### config.mk
export PLATFORM = sky130hd
export DESIGN_NAME = cell_protect_config_regs
export DESIGN_NICKNAME = d
export VERILOG_FILES = /design/src/rtl/cell_protect_pkg.sv /design/src/rtl/cell_protect_config_regs.sv
export SDC_FILE = /design/constraint.sdc
export NUM_CORES = 1
export LEC_CHECK = 0
export BUFFER_PORTS_ARGS = -buffer_cell sky130_fd_sc_hd__buf_2
export CORE_ASPECT_RATIO = 1.1
export CORE_MARGIN = 3
export CORE_UTILIZATION = 35
export CTS_CLUSTER_DIAMETER = 40
export DETAILED_ROUTE_END_ITERATION = 10
export PLACE_DENSITY = 0.55
export SETUP_SLACK_MARGIN = 0.02
export SLEW_MARGIN = 20
export SYNTH_ARGS = -nofsm -noshare
export SYNTH_HDL_FRONTEND = slang
export SYNTH_SLANG_ARGS = --single-unit
### constraint.sdc
create_clock -name clk_i -period 8.1 [get_ports clk_i]
set_input_delay 1.215 -clock clk_i [delete_from_list [all_inputs] [get_ports clk_i]]
set_output_delay 1.215 -clock clk_i [all_outputs]
set_load 0.02 [all_outputs]
### src/rtl/cell_protect_pkg.sv
// package: register map, field layout, reset values and timing of the cell protection registers
package cell_protect_pkg;

    localparam logic [6:0] CELL_THRESHOLD_CONTROL_ADDR = 7'h0a;
    localparam logic [6:0] HYSTERESIS_DELAY_CONTROL_ADDR = 7'h0b;
    localparam logic [6:0] OPERATION_COMMAND_ADDR = 7'h0c;

    // cell_threshold_control layout
    localparam int FUSE_CUR_LSB = 12;
    localparam int OV_TH_LSB = 6;
    localparam int UV_TH_LSB = 0;
    localparam logic [15:0] CELL_THRESHOLD_RESET = 16'h0d00;
    localparam logic [15:0] CELL_THRESHOLD_MASK = 16'h3fff;

    // hysteresis_delay_control layout
    localparam int OVERVOLTAGE_HYSTERESIS_LSB = 12;
    localparam int UNDERVOLTAGE_HYSTERESIS_LSB = 8;
    localparam int OVERVOLTAGE_ALARM_DELAY_LSB = 4;
    localparam int UNDERVOLTAGE_ALARM_DELAY_LSB = 0;
    localparam logic [15:0] HYS_DELAY_RESET = 16'h3333;
    localparam logic [15:0] HYS_DELAY_MASK = 16'h7777;

    // operation_command layout
    localparam int BALANCE_BIT = 8;
    localparam int UV_MASK_BIT = 7;
    localparam int OV_MASK_BIT = 6;
    localparam int TRIGGER_BIT = 4;
    localparam int SLOW_LATCH_BIT = 2;
    localparam int FAST_LATCH_BIT = 1;
    localparam int VOLT_LATCH_BIT = 0;
    localparam logic [15:0] OP_CMD_RESET = 16'h0000;
    localparam logic [15:0] OP_CMD_MASK = 16'h01d7;

    // voltage fields, millivolts
    localparam logic [5:0] OV_CODE_MAX = 6'h34;
    localparam int OV_MV_AT_MAX = 4500;
    localparam int UV_MV_AT_ZERO = 500;
    localparam int VOLT_STEP_MV = 50;
    localparam int HYS_STEP_MV = 25;

    // fuse-cut current thresholds, microvolts
    localparam logic [15:0] FUSE_CUR_UV_CODE0 = 16'd1000;
    localparam logic [15:0] FUSE_CUR_UV_CODE1 = 16'd600;
    localparam logic [15:0] FUSE_CUR_UV_CODE2 = 16'd300;
    localparam logic [15:0] FUSE_CUR_UV_CODE3 = 16'd100;

    // alarm delay table, milliseconds
    localparam int DLY_MS_0 = 200;
    localparam int DLY_MS_1 = 400;
    localparam int DLY_MS_2 = 600;
    localparam int DLY_MS_3 = 800;
    localparam int DLY_MS_4 = 1500;
    localparam int DLY_MS_5 = 3000;
    localparam int DLY_MS_6 = 4500;
    localparam int DLY_MS_7 = 6000;
    localparam int CLK_MHZ = 100;
    localparam int CYCLES_PER_MS = CLK_MHZ * 1000;

    typedef struct packed {
        logic [1:0] fuse_current_threshold_select;
        logic [5:0] overvoltage_threshold;
        logic [5:0] undervoltage_threshold;
    } thresholds_s;

    typedef struct packed {
        logic [15:0] overvoltage_mv;
        logic [15:0] undervoltage_mv;
        logic [15:0] ov_hysteresis_mv;
        logic [15:0] uv_hysteresis_mv;
        logic [15:0] fuse_current_uv;
    } levels_s;

    typedef struct packed {
        logic write;
        logic read;
        logic [6:0] addr;
        logic [15:0] wdata;
    } reg_req_s;

endpackage

### src/rtl/cell_protect_config_regs.sv
// cell protection configuration and command registers with alarm delay timing
`timescale 1ns/10ps
`default_nettype none

module cell_protect_config_regs
    import cell_protect_pkg::*;
#(
    parameter int CYCLES_PER_MS_P = CYCLES_PER_MS
) (
    input wire logic clk_i,
    input wire logic rst_i,
    input wire logic en_i,
    input wire reg_req_s req_i,
    output logic [15:0] rdata_o,
    output logic rvalid_o,
    input wire logic continuous_conversion_select_i,
    input wire logic conversion_done_i,
    input wire logic slow_current_latch_done_i,
    input wire logic fast_current_latch_done_i,
    input wire logic voltage_latch_done_i,
    input wire logic ov_condition_i,
    input wire logic uv_condition_i,
    output thresholds_s thresholds_o,
    output levels_s levels_o,
    output logic balance_enable_o,
    output logic ov_detect_enable_o,
    output logic uv_detect_enable_o,
    output logic conversion_start_o,
    output logic slow_current_latch_o,
    output logic fast_current_latch_o,
    output logic voltage_latch_o,
    output logic ov_alarm_o,
    output logic uv_alarm_o
);

    // ************************************************************
    // functions
    // ************************************************************
    function automatic logic [15:0] hys_mv(input logic [2:0] code);
        hys_mv = 16'((int'(code) + 1) * HYS_STEP_MV);
    endfunction

    function automatic logic [12:0] delay_ms(input logic [2:0] code);
        case (code)
            3'h0: delay_ms = 13'(DLY_MS_0);
            3'h1: delay_ms = 13'(DLY_MS_1);
            3'h2: delay_ms = 13'(DLY_MS_2);
            3'h3: delay_ms = 13'(DLY_MS_3);
            3'h4: delay_ms = 13'(DLY_MS_4);
            3'h5: delay_ms = 13'(DLY_MS_5);
            3'h6: delay_ms = 13'(DLY_MS_6);
            default: delay_ms = 13'(DLY_MS_7);
        endcase
    endfunction

    // delay in clock cycles; 6000 ms at the default rate still fits 32 bits
    function automatic logic [31:0] delay_cycles(input logic [2:0] code);
        delay_cycles = 32'(int'(delay_ms(code)) * CYCLES_PER_MS_P);
    endfunction

    // true once the count has run the whole delay; the limit is never zero
    function automatic logic delay_expired(input logic [31:0] cnt, input logic [31:0] limit);
        delay_expired = cnt >= limit - 32'h1;
    endfunction

    // any drop of the condition restarts the count
    function automatic logic [31:0] next_count(
        input logic active,
        input logic [31:0] cnt,
        input logic [31:0] limit
    );
        if (!active) begin
            next_count = '0;
        end else if (delay_expired(cnt, limit)) begin
            next_count = cnt;
        end else begin
            next_count = cnt + 32'h1;
        end
    endfunction

    // alarm rises at the end of the delay and falls with the condition
    function automatic logic next_alarm(
        input logic active,
        input logic alarm,
        input logic [31:0] cnt,
        input logic [31:0] limit
    );
        if (!active) begin
            next_alarm = 1'b0;
        end else if (delay_expired(cnt, limit)) begin
            next_alarm = 1'b1;
        end else begin
            next_alarm = alarm;
        end
    endfunction

    // one-hot register select; unmapped addresses select nothing
    function automatic logic [2:0] reg_hit(input logic [6:0] addr);
        if (addr == CELL_THRESHOLD_CONTROL_ADDR) begin
            reg_hit = 3'h1;
        end else if (addr == HYSTERESIS_DELAY_CONTROL_ADDR) begin
            reg_hit = 3'h2;
        end else if (addr == OPERATION_COMMAND_ADDR) begin
            reg_hit = 3'h4;
        end else begin
            reg_hit = 3'h0;
        end
    endfunction

    // ************************************************************
    // register file
    // ************************************************************
    logic [15:0] thr_q;
    logic [15:0] thr_d;
    logic [15:0] hys_q;
    logic [15:0] hys_d;
    logic [15:0] cmd_q;
    logic [15:0] cmd_d;
    logic [15:0] rdata_q;
    logic [15:0] rdata_d;
    logic rvalid_q;
    logic rvalid_d;
    logic conv_q;
    logic conv_d;
    logic [2:0] hit;

    // reads and writes share one decode of the request address
    assign hit = reg_hit(req_i.addr);

    always_comb begin
        thr_d = thr_q;
        hys_d = hys_q;
        cmd_d = cmd_q;
        conv_d = conv_q;
        rdata_d = rdata_q;
        rvalid_d = 1'b0;
        // completion from the converters; a new write one below wins
        if (conv_q && conversion_done_i) begin
            cmd_d[TRIGGER_BIT] = 1'b0;
        end
        if (slow_current_latch_done_i) begin
            cmd_d[SLOW_LATCH_BIT] = 1'b0;
        end
        if (fast_current_latch_done_i) begin
            cmd_d[FAST_LATCH_BIT] = 1'b0;
        end
        if (voltage_latch_done_i) begin
            cmd_d[VOLT_LATCH_BIT] = 1'b0;
        end
        conv_d = conv_q && !conversion_done_i;
        if (req_i.write) begin
            if (hit[0]) begin
                thr_d = req_i.wdata & CELL_THRESHOLD_MASK;
            end else if (hit[1]) begin
                hys_d = req_i.wdata & HYS_DELAY_MASK;
            end else if (hit[2]) begin
                cmd_d[BALANCE_BIT] = req_i.wdata[BALANCE_BIT];
                cmd_d[UV_MASK_BIT] = req_i.wdata[UV_MASK_BIT];
                cmd_d[OV_MASK_BIT] = req_i.wdata[OV_MASK_BIT];
                // is relied on: no start while continuous mode runs
                if (req_i.wdata[TRIGGER_BIT] && !continuous_conversion_select_i) begin
                    cmd_d[TRIGGER_BIT] = 1'b1;
                    conv_d = 1'b1;
                end
                // writing zero leaves a pending latch request alone
                if (req_i.wdata[SLOW_LATCH_BIT]) begin
                    cmd_d[SLOW_LATCH_BIT] = 1'b1;
                end
                if (req_i.wdata[FAST_LATCH_BIT]) begin
                    cmd_d[FAST_LATCH_BIT] = 1'b1;
                end
                if (req_i.wdata[VOLT_LATCH_BIT]) begin
                    cmd_d[VOLT_LATCH_BIT] = 1'b1;
                end
            end
        end
        if (req_i.read) begin
            rvalid_d = 1'b1;
            if (hit[0]) begin
                rdata_d = thr_q;
            end else if (hit[1]) begin
                rdata_d = hys_q;
            end else if (hit[2]) begin
                rdata_d = cmd_q & OP_CMD_MASK;
            end else begin
                rdata_d = 16'h0000;
            end
        end
    end

    always_ff @(posedge clk_i or posedge rst_i) begin
        if (rst_i) begin
            thr_q <= CELL_THRESHOLD_RESET;
            hys_q <= HYS_DELAY_RESET;
            cmd_q <= OP_CMD_RESET;
            conv_q <= 1'b0;
            rdata_q <= 16'h0000;
            rvalid_q <= 1'b0;
        end else if (en_i) begin
            thr_q <= thr_d;
            hys_q <= hys_d;
            cmd_q <= cmd_d;
            conv_q <= conv_d;
            rdata_q <= rdata_d;
            rvalid_q <= rvalid_d;
        end
    end

    // ************************************************************
    // decoded levels
    // ************************************************************
    thresholds_s thr_fields;
    levels_s levels_d;
    levels_s levels_q;

    assign thr_fields = thr_q[13:0];

    always_comb begin
        levels_d = '0;
        if (thr_fields.overvoltage_threshold >= OV_CODE_MAX) begin
            levels_d.overvoltage_mv = 16'(OV_MV_AT_MAX);
        end else begin
            levels_d.overvoltage_mv = 16'(OV_MV_AT_MAX - VOLT_STEP_MV
                * (int'(OV_CODE_MAX) - int'(thr_fields.overvoltage_threshold)));
        end
        levels_d.undervoltage_mv = 16'(UV_MV_AT_ZERO
            + VOLT_STEP_MV * int'(thr_fields.undervoltage_threshold));
        levels_d.ov_hysteresis_mv = hys_mv(hys_q[OVERVOLTAGE_HYSTERESIS_LSB +: 3]);
        levels_d.uv_hysteresis_mv = hys_mv(hys_q[UNDERVOLTAGE_HYSTERESIS_LSB +: 3]);
        case (thr_fields.fuse_current_threshold_select)
            2'h0: levels_d.fuse_current_uv = FUSE_CUR_UV_CODE0;
            2'h1: levels_d.fuse_current_uv = FUSE_CUR_UV_CODE1;
            2'h2: levels_d.fuse_current_uv = FUSE_CUR_UV_CODE2;
            default: levels_d.fuse_current_uv = FUSE_CUR_UV_CODE3;
        endcase
    end

    // decoded levels are registered so every output but the inverted detect enables leaves a flip-flop
    always_ff @(posedge clk_i or posedge rst_i) begin
        if (rst_i) begin
            levels_q <= '0;
        end else if (en_i) begin
            levels_q <= levels_d;
        end
    end

    // ************************************************************
    // alarm delay timers
    // ************************************************************
    // counters are wide enough for 6000 ms at 100 MHz
    logic [31:0] ov_cnt_q;
    logic [31:0] ov_cnt_d;
    logic [31:0] uv_cnt_q;
    logic [31:0] uv_cnt_d;
    logic ov_alarm_q;
    logic ov_alarm_d;
    logic uv_alarm_q;
    logic uv_alarm_d;
    logic [31:0] ov_limit;
    logic [31:0] uv_limit;
    logic ov_active;
    logic uv_active;

    // a mask bit gates the raw condition, so masking also restarts the count
    assign ov_active = ov_condition_i && !cmd_q[OV_MASK_BIT];
    assign uv_active = uv_condition_i && !cmd_q[UV_MASK_BIT];
    assign ov_limit = delay_cycles(hys_q[OVERVOLTAGE_ALARM_DELAY_LSB +: 3]);
    assign uv_limit = delay_cycles(hys_q[UNDERVOLTAGE_ALARM_DELAY_LSB +: 3]);

    // over-voltage timer
    always_comb begin
        ov_cnt_d = next_count(ov_active, ov_cnt_q, ov_limit);
        ov_alarm_d = next_alarm(ov_active, ov_alarm_q, ov_cnt_q, ov_limit);
    end

    always_ff @(posedge clk_i or posedge rst_i) begin
        if (rst_i) begin
            ov_cnt_q <= '0;
            ov_alarm_q <= 1'b0;
        end else if (en_i) begin
            ov_cnt_q <= ov_cnt_d;
            ov_alarm_q <= ov_alarm_d;
        end
    end

    // under-voltage timer
    always_comb begin
        uv_cnt_d = next_count(uv_active, uv_cnt_q, uv_limit);
        uv_alarm_d = next_alarm(uv_active, uv_alarm_q, uv_cnt_q, uv_limit);
    end

    always_ff @(posedge clk_i or posedge rst_i) begin
        if (rst_i) begin
            uv_cnt_q <= '0;
            uv_alarm_q <= 1'b0;
        end else if (en_i) begin
            uv_cnt_q <= uv_cnt_d;
            uv_alarm_q <= uv_alarm_d;
        end
    end

    // ************************************************************
    // outputs
    // ************************************************************
    assign rdata_o = rdata_q;
    assign rvalid_o = rvalid_q;
    assign thresholds_o = thr_q[13:0];
    assign levels_o = levels_q;
    assign balance_enable_o = cmd_q[BALANCE_BIT];
    // detect enables read as the inverse of the mask bits
    assign ov_detect_enable_o = !cmd_q[OV_MASK_BIT];
    assign uv_detect_enable_o = !cmd_q[UV_MASK_BIT];
    assign conversion_start_o = conv_q;
    assign slow_current_latch_o = cmd_q[SLOW_LATCH_BIT];
    assign fast_current_latch_o = cmd_q[FAST_LATCH_BIT];
    assign voltage_latch_o = cmd_q[VOLT_LATCH_BIT];
    assign ov_alarm_o = ov_alarm_q;
    assign uv_alarm_o = uv_alarm_q;

endmodule

`default_nettype wire

Yosys cells after proc, flatten, opt, wreduce, memory -nomap -nowiden
Index checks and enable logic that the tools add are counted.

Input port bits: 35. Word-level logic and storage cells: 117. Bits in registers: 197. Output and inout port bits: 120.

Equal/unequal tests: 21. Magnitude comparators: 3. $mul: 6. $add $sub $neg: 9. Muxes and demuxes: 40. Bitwise operators: 2. Reductions and logical operators: 20.

Operator list (number): $pmux 13 s7 (2); $mux 32 (4); $add 32x1->32 const B (2); $ge 32x32->1 (2); $sub 30x1->31 const B (2); $mul 13x12->25 const B (2); $mux 15 (2); $pmux 10 s3 (1); $mux 1 (22); $eq 7x4->1 const B (3); $mux 3 (7); $eq 3x3->1 const B (6); $mul 4x5->9 const B (2); $mux 16 (1); $sub 14x14->15 const A (1); $add 9x12->13 const A (1); $mul 6x7->13 const A (1); $eq 3x2->1 const B (4); $mul 5x6->11 const A (1); $reduce_and 2->1 (5); $mux 9 (1); $add 3x1->4 const B (2); $sub 6x6->7 const A (1); $eq 3x1->1 const B (2); 13 further kinds (24).

Depth between registers and ports, before layout
Gate-level depths: netlist of the first run.

Word-level depth: 8. Gate-level depth with buffers: 33. Gate-level depth less buffers: 30.

Worst setup path after synthesis of the first run
OpenSTA, ideal clock, no wires.

Path kind: register to register. Start: register hys_q[5]. End: register ov_cnt_q[1]. Buffers on the path: 3. Slack: 0.484 ns. Library setup time: 0.122 ns. Arrival time: 7.494 ns. Period minus slack after synthesis: 7.616 ns. Cell stages (with the launch flop): 33. Cells stage by stage: dfstp_2 -> clkbuf_1 -> xnor2_1 -> and2_1 -> or2_2 -> ha_1 -> inv_1 -> fa_1 -> inv_1 -> ha_1 -> inv_1 -> fa_1 -> inv_1 -> ha_1 -> nor2b_1 -> o21a_1 -> o211a_1 -> a211oi_2 -> xnor2_1 -> or4_1 -> or4_1 -> xnor3_1 -> ha_1 -> nand2_1 -> or4_1 -> a2111oi_0 -> a211oi_1 -> nand2b_1 -> clkbuf_1 -> clkbuf_1 -> nor2_1 -> a22oi_1 -> o2bb2ai_1.

Cells in the longest elaborated chain, start to end: 7. Elaborated cells between the ends (all ways): 13.

RTL lines: from (decl) (line cell_protect_config_regs.sv:115) `logic [15:0] hys_q;`; from (signal assigned) (line cell_protect_config_regs.sv:201) `hys_q <= hys_d;`; $eq 3x3->1, or another cell as far along (line cell_protect_config_regs.sv:44) `case (code)`; $pmux 13 s7 (*) (line cell_protect_config_regs.sv:44); $mul 13x12->25 (*) (line cell_protect_config_regs.sv:58) `delay_cycles = 32'(int'(delay_ms(code)) * CYCLES_PER_MS_P);`; $sub 30x1->31 (*) (line cell_protect_config_regs.sv:63) `delay_expired = cnt >= limit - 32'h1;`; $ge 32x32->1 (*) (line cell_protect_config_regs.sv:63); $ne 2x2->1 (no line) (*); $reduce_and 2->1 (no line) (*); to (signal assigned) (line cell_protect_config_regs.sv:281) `ov_cnt_q <= ov_cnt_d;`; to (decl) (line cell_protect_config_regs.sv:251) `logic [31:0] ov_cnt_q;`.

Mark *: on every way between the ends. The rest lies on a longest branch, timed or not. A chain may end at the register's enable or synchronous reset.

Worst setup path in the final report of the first run
Start: register hys_q[1]. End: register uv_cnt_q[18].

Cells in the longest elaborated chain, start to end: 7. Elaborated cells between the ends (all ways): 13.

RTL lines: $eq 3x3->1, or another cell as far along (line cell_protect_config_regs.sv:44); $pmux 13 s7 (*) (line cell_protect_config_regs.sv:44); $mul 13x12->25 (*) (line cell_protect_config_regs.sv:58); $sub 30x1->31 (*) (line cell_protect_config_regs.sv:63); $ge 32x32->1 (*) (line cell_protect_config_regs.sv:63); $ne 2x2->1 (no line) (*); $reduce_and 2->1 (no line) (*); to (signal assigned) (line cell_protect_config_regs.sv:297) `uv_cnt_q <= uv_cnt_d;`; to (decl) (line cell_protect_config_regs.sv:253) `logic [31:0] uv_cnt_q;`.

Marks and branches as above.

==> results.md, run 1 <==
* Outcome: finished, final reports clean
* Compound-gate portion of the synthesized area at 12.7%
* Period Utilization, post-route at a little over nine tenths
* Largest family of logic cells by synthesized area: adder cells
* DRC at 0
* Layout cells sized above 1 at 15.7%
* Final setup vio count at 0
* Final Critical Period at 7600 ps
* Synth unique cells at 70
* Critical Path AT at 7980 ps
* Final nets at 2110
* Drt first pass iters at 5
* CTS max path bufs at 2
* Min Hold Slack at 481 ps
* DRT antenna net count at 0
* GRT overflow at 0
* FF-to-FF path depth at 29
* Setup crit end kind: register
* Overall die area at between 40000 and 50000 sq um
* Total GRT Usage at 16.8%
* Synth Area in Adders at 26.5%
* P&R area growth vs syn at 13.4%
* Crit-path max FO at 8
* Final HPWL DP at 29.9 mm
* Routability cong. at 0.836
* Die X-Extent at between 200 and 250 microns
* Largest net degree at the start of global routing at slightly above 90
* Initial DRC count at 653
* Clock sink count at 168
* Crit path top cell by count: ha_1
* Metal2 WL at 17.6 mm
* Synthesized instance count at 1638
* #FFs+latches synth at 168
* Post-Synth XOR/XNOR Area at 8.35%
* Setup crit end: uv_cnt_q[18]$_DFFE_PP0P_
* Port Buf Inserts at 125
* Worst-margin pin slew at 998 ps
* Async SR Flop Fraction at 100%
* Hold path start: levels_o[9]$_DFFE_PP0P_
* Number of synthesized flops with an enable pin at 0
* Fmax at around 0.13 GHz
* Worst-path clk slew at 70 ps
* Largest stage delay, worst path at 600 ps
* Post-Syn Area at 15100 sq um
* Post-layout util at 40.4%
* Uppermost layer routed: met5
* YS warnings at 0
* Reg2reg end: uv_cnt_q[18]$_DFFE_PP0P_
* FILL cells at 4273
* Post-synth top flop: dfrtp_1
* Via count at 11900
* Slew headroom at around a third
* Die H at 224 microns
* Pwr per Cell Area at 179 nW/um^2
* Setup crit start: hys_q[1]$_DFFE_PP1P_
* Met1 Routed Length at between 15 and 20 mm
* Synth Area in Simple Gates at 14.0%
* Req. time, crit path at around 8500 ps
* Starting Density at between 30% and 40%
* Syn Area/Cell at approximately 9.2 sq um
* CTS tree: done
* Total Wirelength at 38.1 mm
* Number of hold buffers added after cts at 0
* Worst VDD drop at 0.172 mV
* Worst r2r src: hys_q[1]$_DFFE_PP1P_
* Clock root cell: clkbuf_16
* Pins Over Slew Limit at 0
* Vias in the first global route at 11900
* Worst-Skew Late Latency at 450 ps
* Setup CP Type: register to register
* Wire per inst at 16.2 microns
* H-tree levels at 4
* R2R setup slack at 500 ps
* Core area at ~43000 sq um
* RSZ-0062 raised after global routing: no
* Cell row count at 79
* Initial antenna violation count at 4
* Max-cap violations at 0
* Leak pwr at around 0.0088 uW
* Final hold violation count at 0
* TNS Setup at 0 ps
* Clock skew at approximately 12 ps
* Mux share of post-synthesis cell area at 3.61%
* Startpoint types: register
* First-pass GRT wire length at 62.4 mm
* Worst path slowest cell: or4_1
* DR vias/cell at about 5
* Clock buffer count from CTS at 17
* Hold Crit Class: register to register
* # IOs at 155
* Seq/Total Area, Yosys at 27.9%
* DR WL met3 at ~2.2 mm
-- sequential cells by signal, summed over array words and instances, names as in the netlist --
name and cells:
thr_q 14, hys_q 12, uv_cnt_q 32, ov_cnt_q 32
conversion_start_o 1, ov_alarm_o 1, rvalid_o 1, rdata_o 15
levels_o 52, uv_alarm_o 1, cmd_q 7
-- placed cells by master (no fill, tap or decap), types with 12 or more instances in the layout --
| master | count |
|---|---|
| inv_1 | 161 |
| o211ai_1 | 13 |
| nor3_1 | 22 |
| nor2_1 | 103 |
| dfrtp_1 | 157 |
| xor2_1 | 57 |
| ha_1 | 268 |
| and3_1 | 17 |
| or3_1 | 18 |
| nand3_1 | 25 |
| or4_1 | 14 |
| xnor2_1 | 81 |
| buf_2 | 125 |
| nor2b_1 | 12 |
| mux2_2 | 37 |
| fa_1 | 32 |
| a21oi_1 | 100 |
| buf_4 | 50 |
| clkbuf_16 | 17 |
| nand2_1 | 112 |
| mux2i_1 | 13 |
| o21ai_0 | 73 |
| nor4_1 | 16 |
| a21o_1 | 29 |
| conb_1 | 29 |
| o21a_1 | 12 |
| nand4_1 | 23 |
-- worst max-delay path, delay by kind of cell (launching register included) --
kind / cells / cell delay [ps]
compound gates: 7 / 1310
xor+xnor: 5 / 860
fa+ha+maj: 7 / 2180
buf+inv: 4 / 560
flops: 1 / 590
simple gates: 6 / 2040
-- power breakdown --
part	switching, uW	total (uW)	internal, uW
combinational	758	1300	541
sequential	39.1	931	892
clock	374	843	469
total	1170	3070	1900
-- area by class of cell --
class | count | area (sq um) | area share [%]
multi-input cells | 1249 | 9990 | 58.3
flip-flops and latches | 168 | 4220 | 24.6
repair buffers | 176 | 1010 | 5.90
well taps | 567 | 709 | 4.14
inverters | 162 | 613 | 3.57
clock buffers | 18 | 439 | 2.56
clock inverters | 14 | 160 | 0.934
diodes | 2 | 5.00 | 0.0292
-- cell usage after synthesis, drive strengths merged (13+ instances only) --
cell | number | share of area [%]
ha | 269 | 22
inv | 162 | 4.0
dfrtp | 157 | 26
nand2 | 113 | 2.8
nor2 | 104 | 2.6
a21oi | 102 | 3.4
xnor2 | 82 | 4.7
o21ai | 73 | 2.4
xor2 | 57 | 3.3
clkbuf | 47 | 1.2
buf | 40 | 1.8
mux2 | 37 | 2.8
fa | 32 | 4.2
a21o | 30 | 1.5
nand3 | 25 | 0.83
nand4 | 23 | 0.95
nor3 | 22 | 0.73
or3 | 20 | 0.84
and3 | 18 | 0.74
nor4 | 16 | 0.66
or4 | 14 | 0.69
mux2i | 13 | 0.86
o211ai | 13 | 0.65
-- cell families after synthesis --
kind of cell | Yosys count
and+or+nand+nor | 421
adders and majority gates | 301
xor gates and xnor gates | 141
muxes | 50
DFF | 168
other | 1
AOI/OAI and AO/OA | 307
buffers and inverters | 249
-- timing repair --
item                       4_1_cts  5_1_grt
buffers inserted                 0        4
setup endpoints to repair        0       27
gates resized for setup          0        5
-- worst min-delay path by stage --
| stage | to | slack [ps] | cells past startpoint |
|---|---|---|---|
| global route | levels_o[9]$_DFFE_PP0P_ | 510 | 1 |
| CTS | levels_o[5]$_DFFE_PP0P_ | 480 | 1 |
| detailed placement | levels_o[5]$_DFFE_PP0P_ | 470 | 1 |
| finish | levels_o[9]$_DFFE_PP0P_ | 480 | 1 |
| floorplan | cmd_q[4]$_DFFE_PP0P_ | 450 | 2 |
| global placement | levels_o[5]$_DFFE_PP0P_ | 460 | 1 |
-- layer usage --
metal	vias to the layer above	GRT usage, %
met1	5706	22.0
met5	-	0
met4	4	4.93
li1	5925	-
met2	215	27.5
met3	43	4.35
-- per-stage QoR --
step / cell area (sq um) / setup WS (ps) / power, uW / cells
6_report: 17200 / 497 / 3070 / 2356
4_1_cts: 17100 / 231 / 3110 / 2350
2_1_floorplan: 15200 / 484 / 1890 / 1666
3_5_place_dp: 16500 / 294 / 2240 / 2318
3_3_place_gp: 16500 / 319 / 2220 / 2318
5_1_grt: 17100 / 34.9 / 3320 / 2354
Power figures use the tool's default switching activity.
==> run 2, diff against run 1 <==
CORE_UTILIZATION = 50   (was 35)
PLACE_DENSITY = 0.7   (was 0.55)
SKIP_LAST_GASP = 1   (was unset)
clock period = 9.5 ns   (was 8.1 ns; I/O delays follow)
==> results.md, run 2 (same netlist as run 1, synthesis figures left out) <==
* Worst VDD drop at 0.200 mV
* Slew headroom at 28.4%
* Hold Crit Class: register to register
* Final nets at about 2100
* RSZ-0062 raised after global routing: no
* Total Wirelength at 35.2 mm
* Via count at 11900
* Die X-Extent at around 170 microns
* Initial DRC count at 540
* Clock root cell: clkbuf_16
* Port Buf Inserts at roughly 130
* Startpoint types: register
* Pwr per Cell Area at 156 nW/um^2
* Number of hold buffers added after cts at 0
* Final HPWL DP at 27.3 mm
* Final setup vio count at 0
* Clock sink count at 168
* Final Critical Period at 8620 ps
* Drt first pass iters at 4
* P&R area growth vs syn at 9.59%
* # IOs at 155
* Max-cap violations at 0
* DRC at 0
* GRT overflow at 0
* DR vias/cell at 5.60
* Fin area at 16600 sq um
* CTS resizes at 0
* Gr busiest metal: met2
* Total chip power at around 2600 uW
* Critical Path AT at between 8000 and 9000 ps
* Overall die area at 32400 sq um
* GRT met1 Usage at 27.8%
* Final hold violation count at 0
* Worst-margin pin slew at 1070 ps
* Pins Over Slew Limit at 0
* Fmax at 0.116 GHz
* Total placed instance area at 16000 sq um
* Max reg flops at 52
* Clock buffer count from CTS at 17
* Largest stage delay, worst path at approximately 690 ps
* Crit path top cell by count: ha_1
* Initial antenna violation count at 3
* Setup CP Type: register to register
* Worst path slowest cell: or4_1
* Worst-path clk slew at roughly 70 ps
* Layout cells sized above 1 at 13.3%
* Commonest non-fill, non-tap cell in the layout: ha_1
* Most frequent cells in the layout: 269 x ha_1, 161 x inv_1, 157 x dfrtp_1, 125 x buf_2, 113 x nand2_1
* Die H at 188 microns
* Crit-path max FO at 20
* Met3 Resource Use GR at 5.35%
* Post-CTS Setup Bufs at 0
* Setup crit end kind: register
* Clock skew at between 10 and 15 ps
* DRT antenna net count at 0
* Outcome: finished, final reports clean
* Largest net degree at the start of global routing at 100
* Req. time, crit path at 9870 ps
* TNS Setup at 0 ps
* Core area at 29700 sq um
* Total GRT Usage at 22.1%
* Min Hold Slack at 483 ps
* Met2 Resource Use GR at about two fifths
* CTS max path bufs at 2
* Routability cong. at 0.854
* Period Utilization, post-route at 90.7%
* Worst-Skew Late Latency at 440 ps
* Wire per inst at 16.6 microns
* Vias in the first global route at roughly 12000
* H-tree levels at 4
* CTS tree: done
* Cell row count at between 60 and 70
* First-pass GRT wire length at 58.7 mm
* Post-layout util at 55.8%
* Leak pwr at 0.00865 uW
* Starting Density at a little over 50%
-- run 2: changes by cell type in the layout (fill, tap and decap cells not counted), sizes merged --
cell,before,now
buf,176,133
clkinv,1,4
clkinvlp,5,3
bufinv,2,3
clkbuf,18,17
inv,168,167
-- run 2: final cells by class --
| class | count | area, sq um |
|---|---|---|
| Inverter | 162 | 613 |
| Clock inverter | 15 | 191 |
| Clock buffer | 17 | 425 |
| Tap cell | 374 | 468 |
| Multi-Input combinational cell | 1249 | 9970 |
| Sequential cell | 168 | 4220 |
| Antenna cell | 2 | 5.00 |
| Fill cell | 2660 | 13100 |
| Timing Repair Buffer | 133 | 686 |
-- run 2: through the flow --
step / instances / setup slack [ps]
2_1_floorplan: 1666 / 1880
3_3_place_gp: 2086 / 1140
3_5_place_dp: 2086 / 1030
4_1_cts: 2118 / 936
5_1_grt: 2118 / 344
6_report: 2120 / 885
-- run 2: worst paths after layout --
check	startpoint	endpoint	slack (ps)	depth (start not counted)
max	hys_q[2]$_DFFE_PP0P_	uv_cnt_q[25]$_DFFE_PP0P_	880	28
min	rdata_o[3]$_DFFE_PP0P_	rdata_o[3]$_DFFE_PP0P_	480	2
max reg2reg	hys_q[2]$_DFFE_PP0P_	uv_cnt_q[25]$_DFFE_PP0P_	880	28
min reg2reg	rdata_o[3]$_DFFE_PP0P_	rdata_o[3]$_DFFE_PP0P_	480	2
max in group asynchronous	rst_i	cmd_q[7]$_DFFE_PP0P_	6830	3
min in group asynchronous	rst_i	uv_cnt_q[1]$_DFFE_PP0P_	1190	2
-- run 2: where the power goes --
group | internal, uW | switching (uW) | leakage [uW]
sequential | 761 | 36.5 | 0.00216
clock | 420 | 315 | 0.000296
combinational | 428 | 634 | 0.00619
total | 1610 | 985 | 0.00865
-- run 2: routing by layer --
metal / vias to the layer above / routed length [microns]
met3: 41 / 1920
met5: - / 16
met1: 5782 / 15200
met4: 4 / 482
li1: 5828 / -
met2: 226 / 17600
-- run 2: critical path, delay by kind of cell, from the launching register on --
family / cells / cell delay [ps]
AND/OR/NAND/NOR: 7 / 2790
flip-flops: 1 / 600
adder cells (fa/ha/maj): 7 / 2180
buffers and inverters: 3 / 570
AO/OA/AOI/OAI: 6 / 1510
XOR/XNOR: 5 / 880
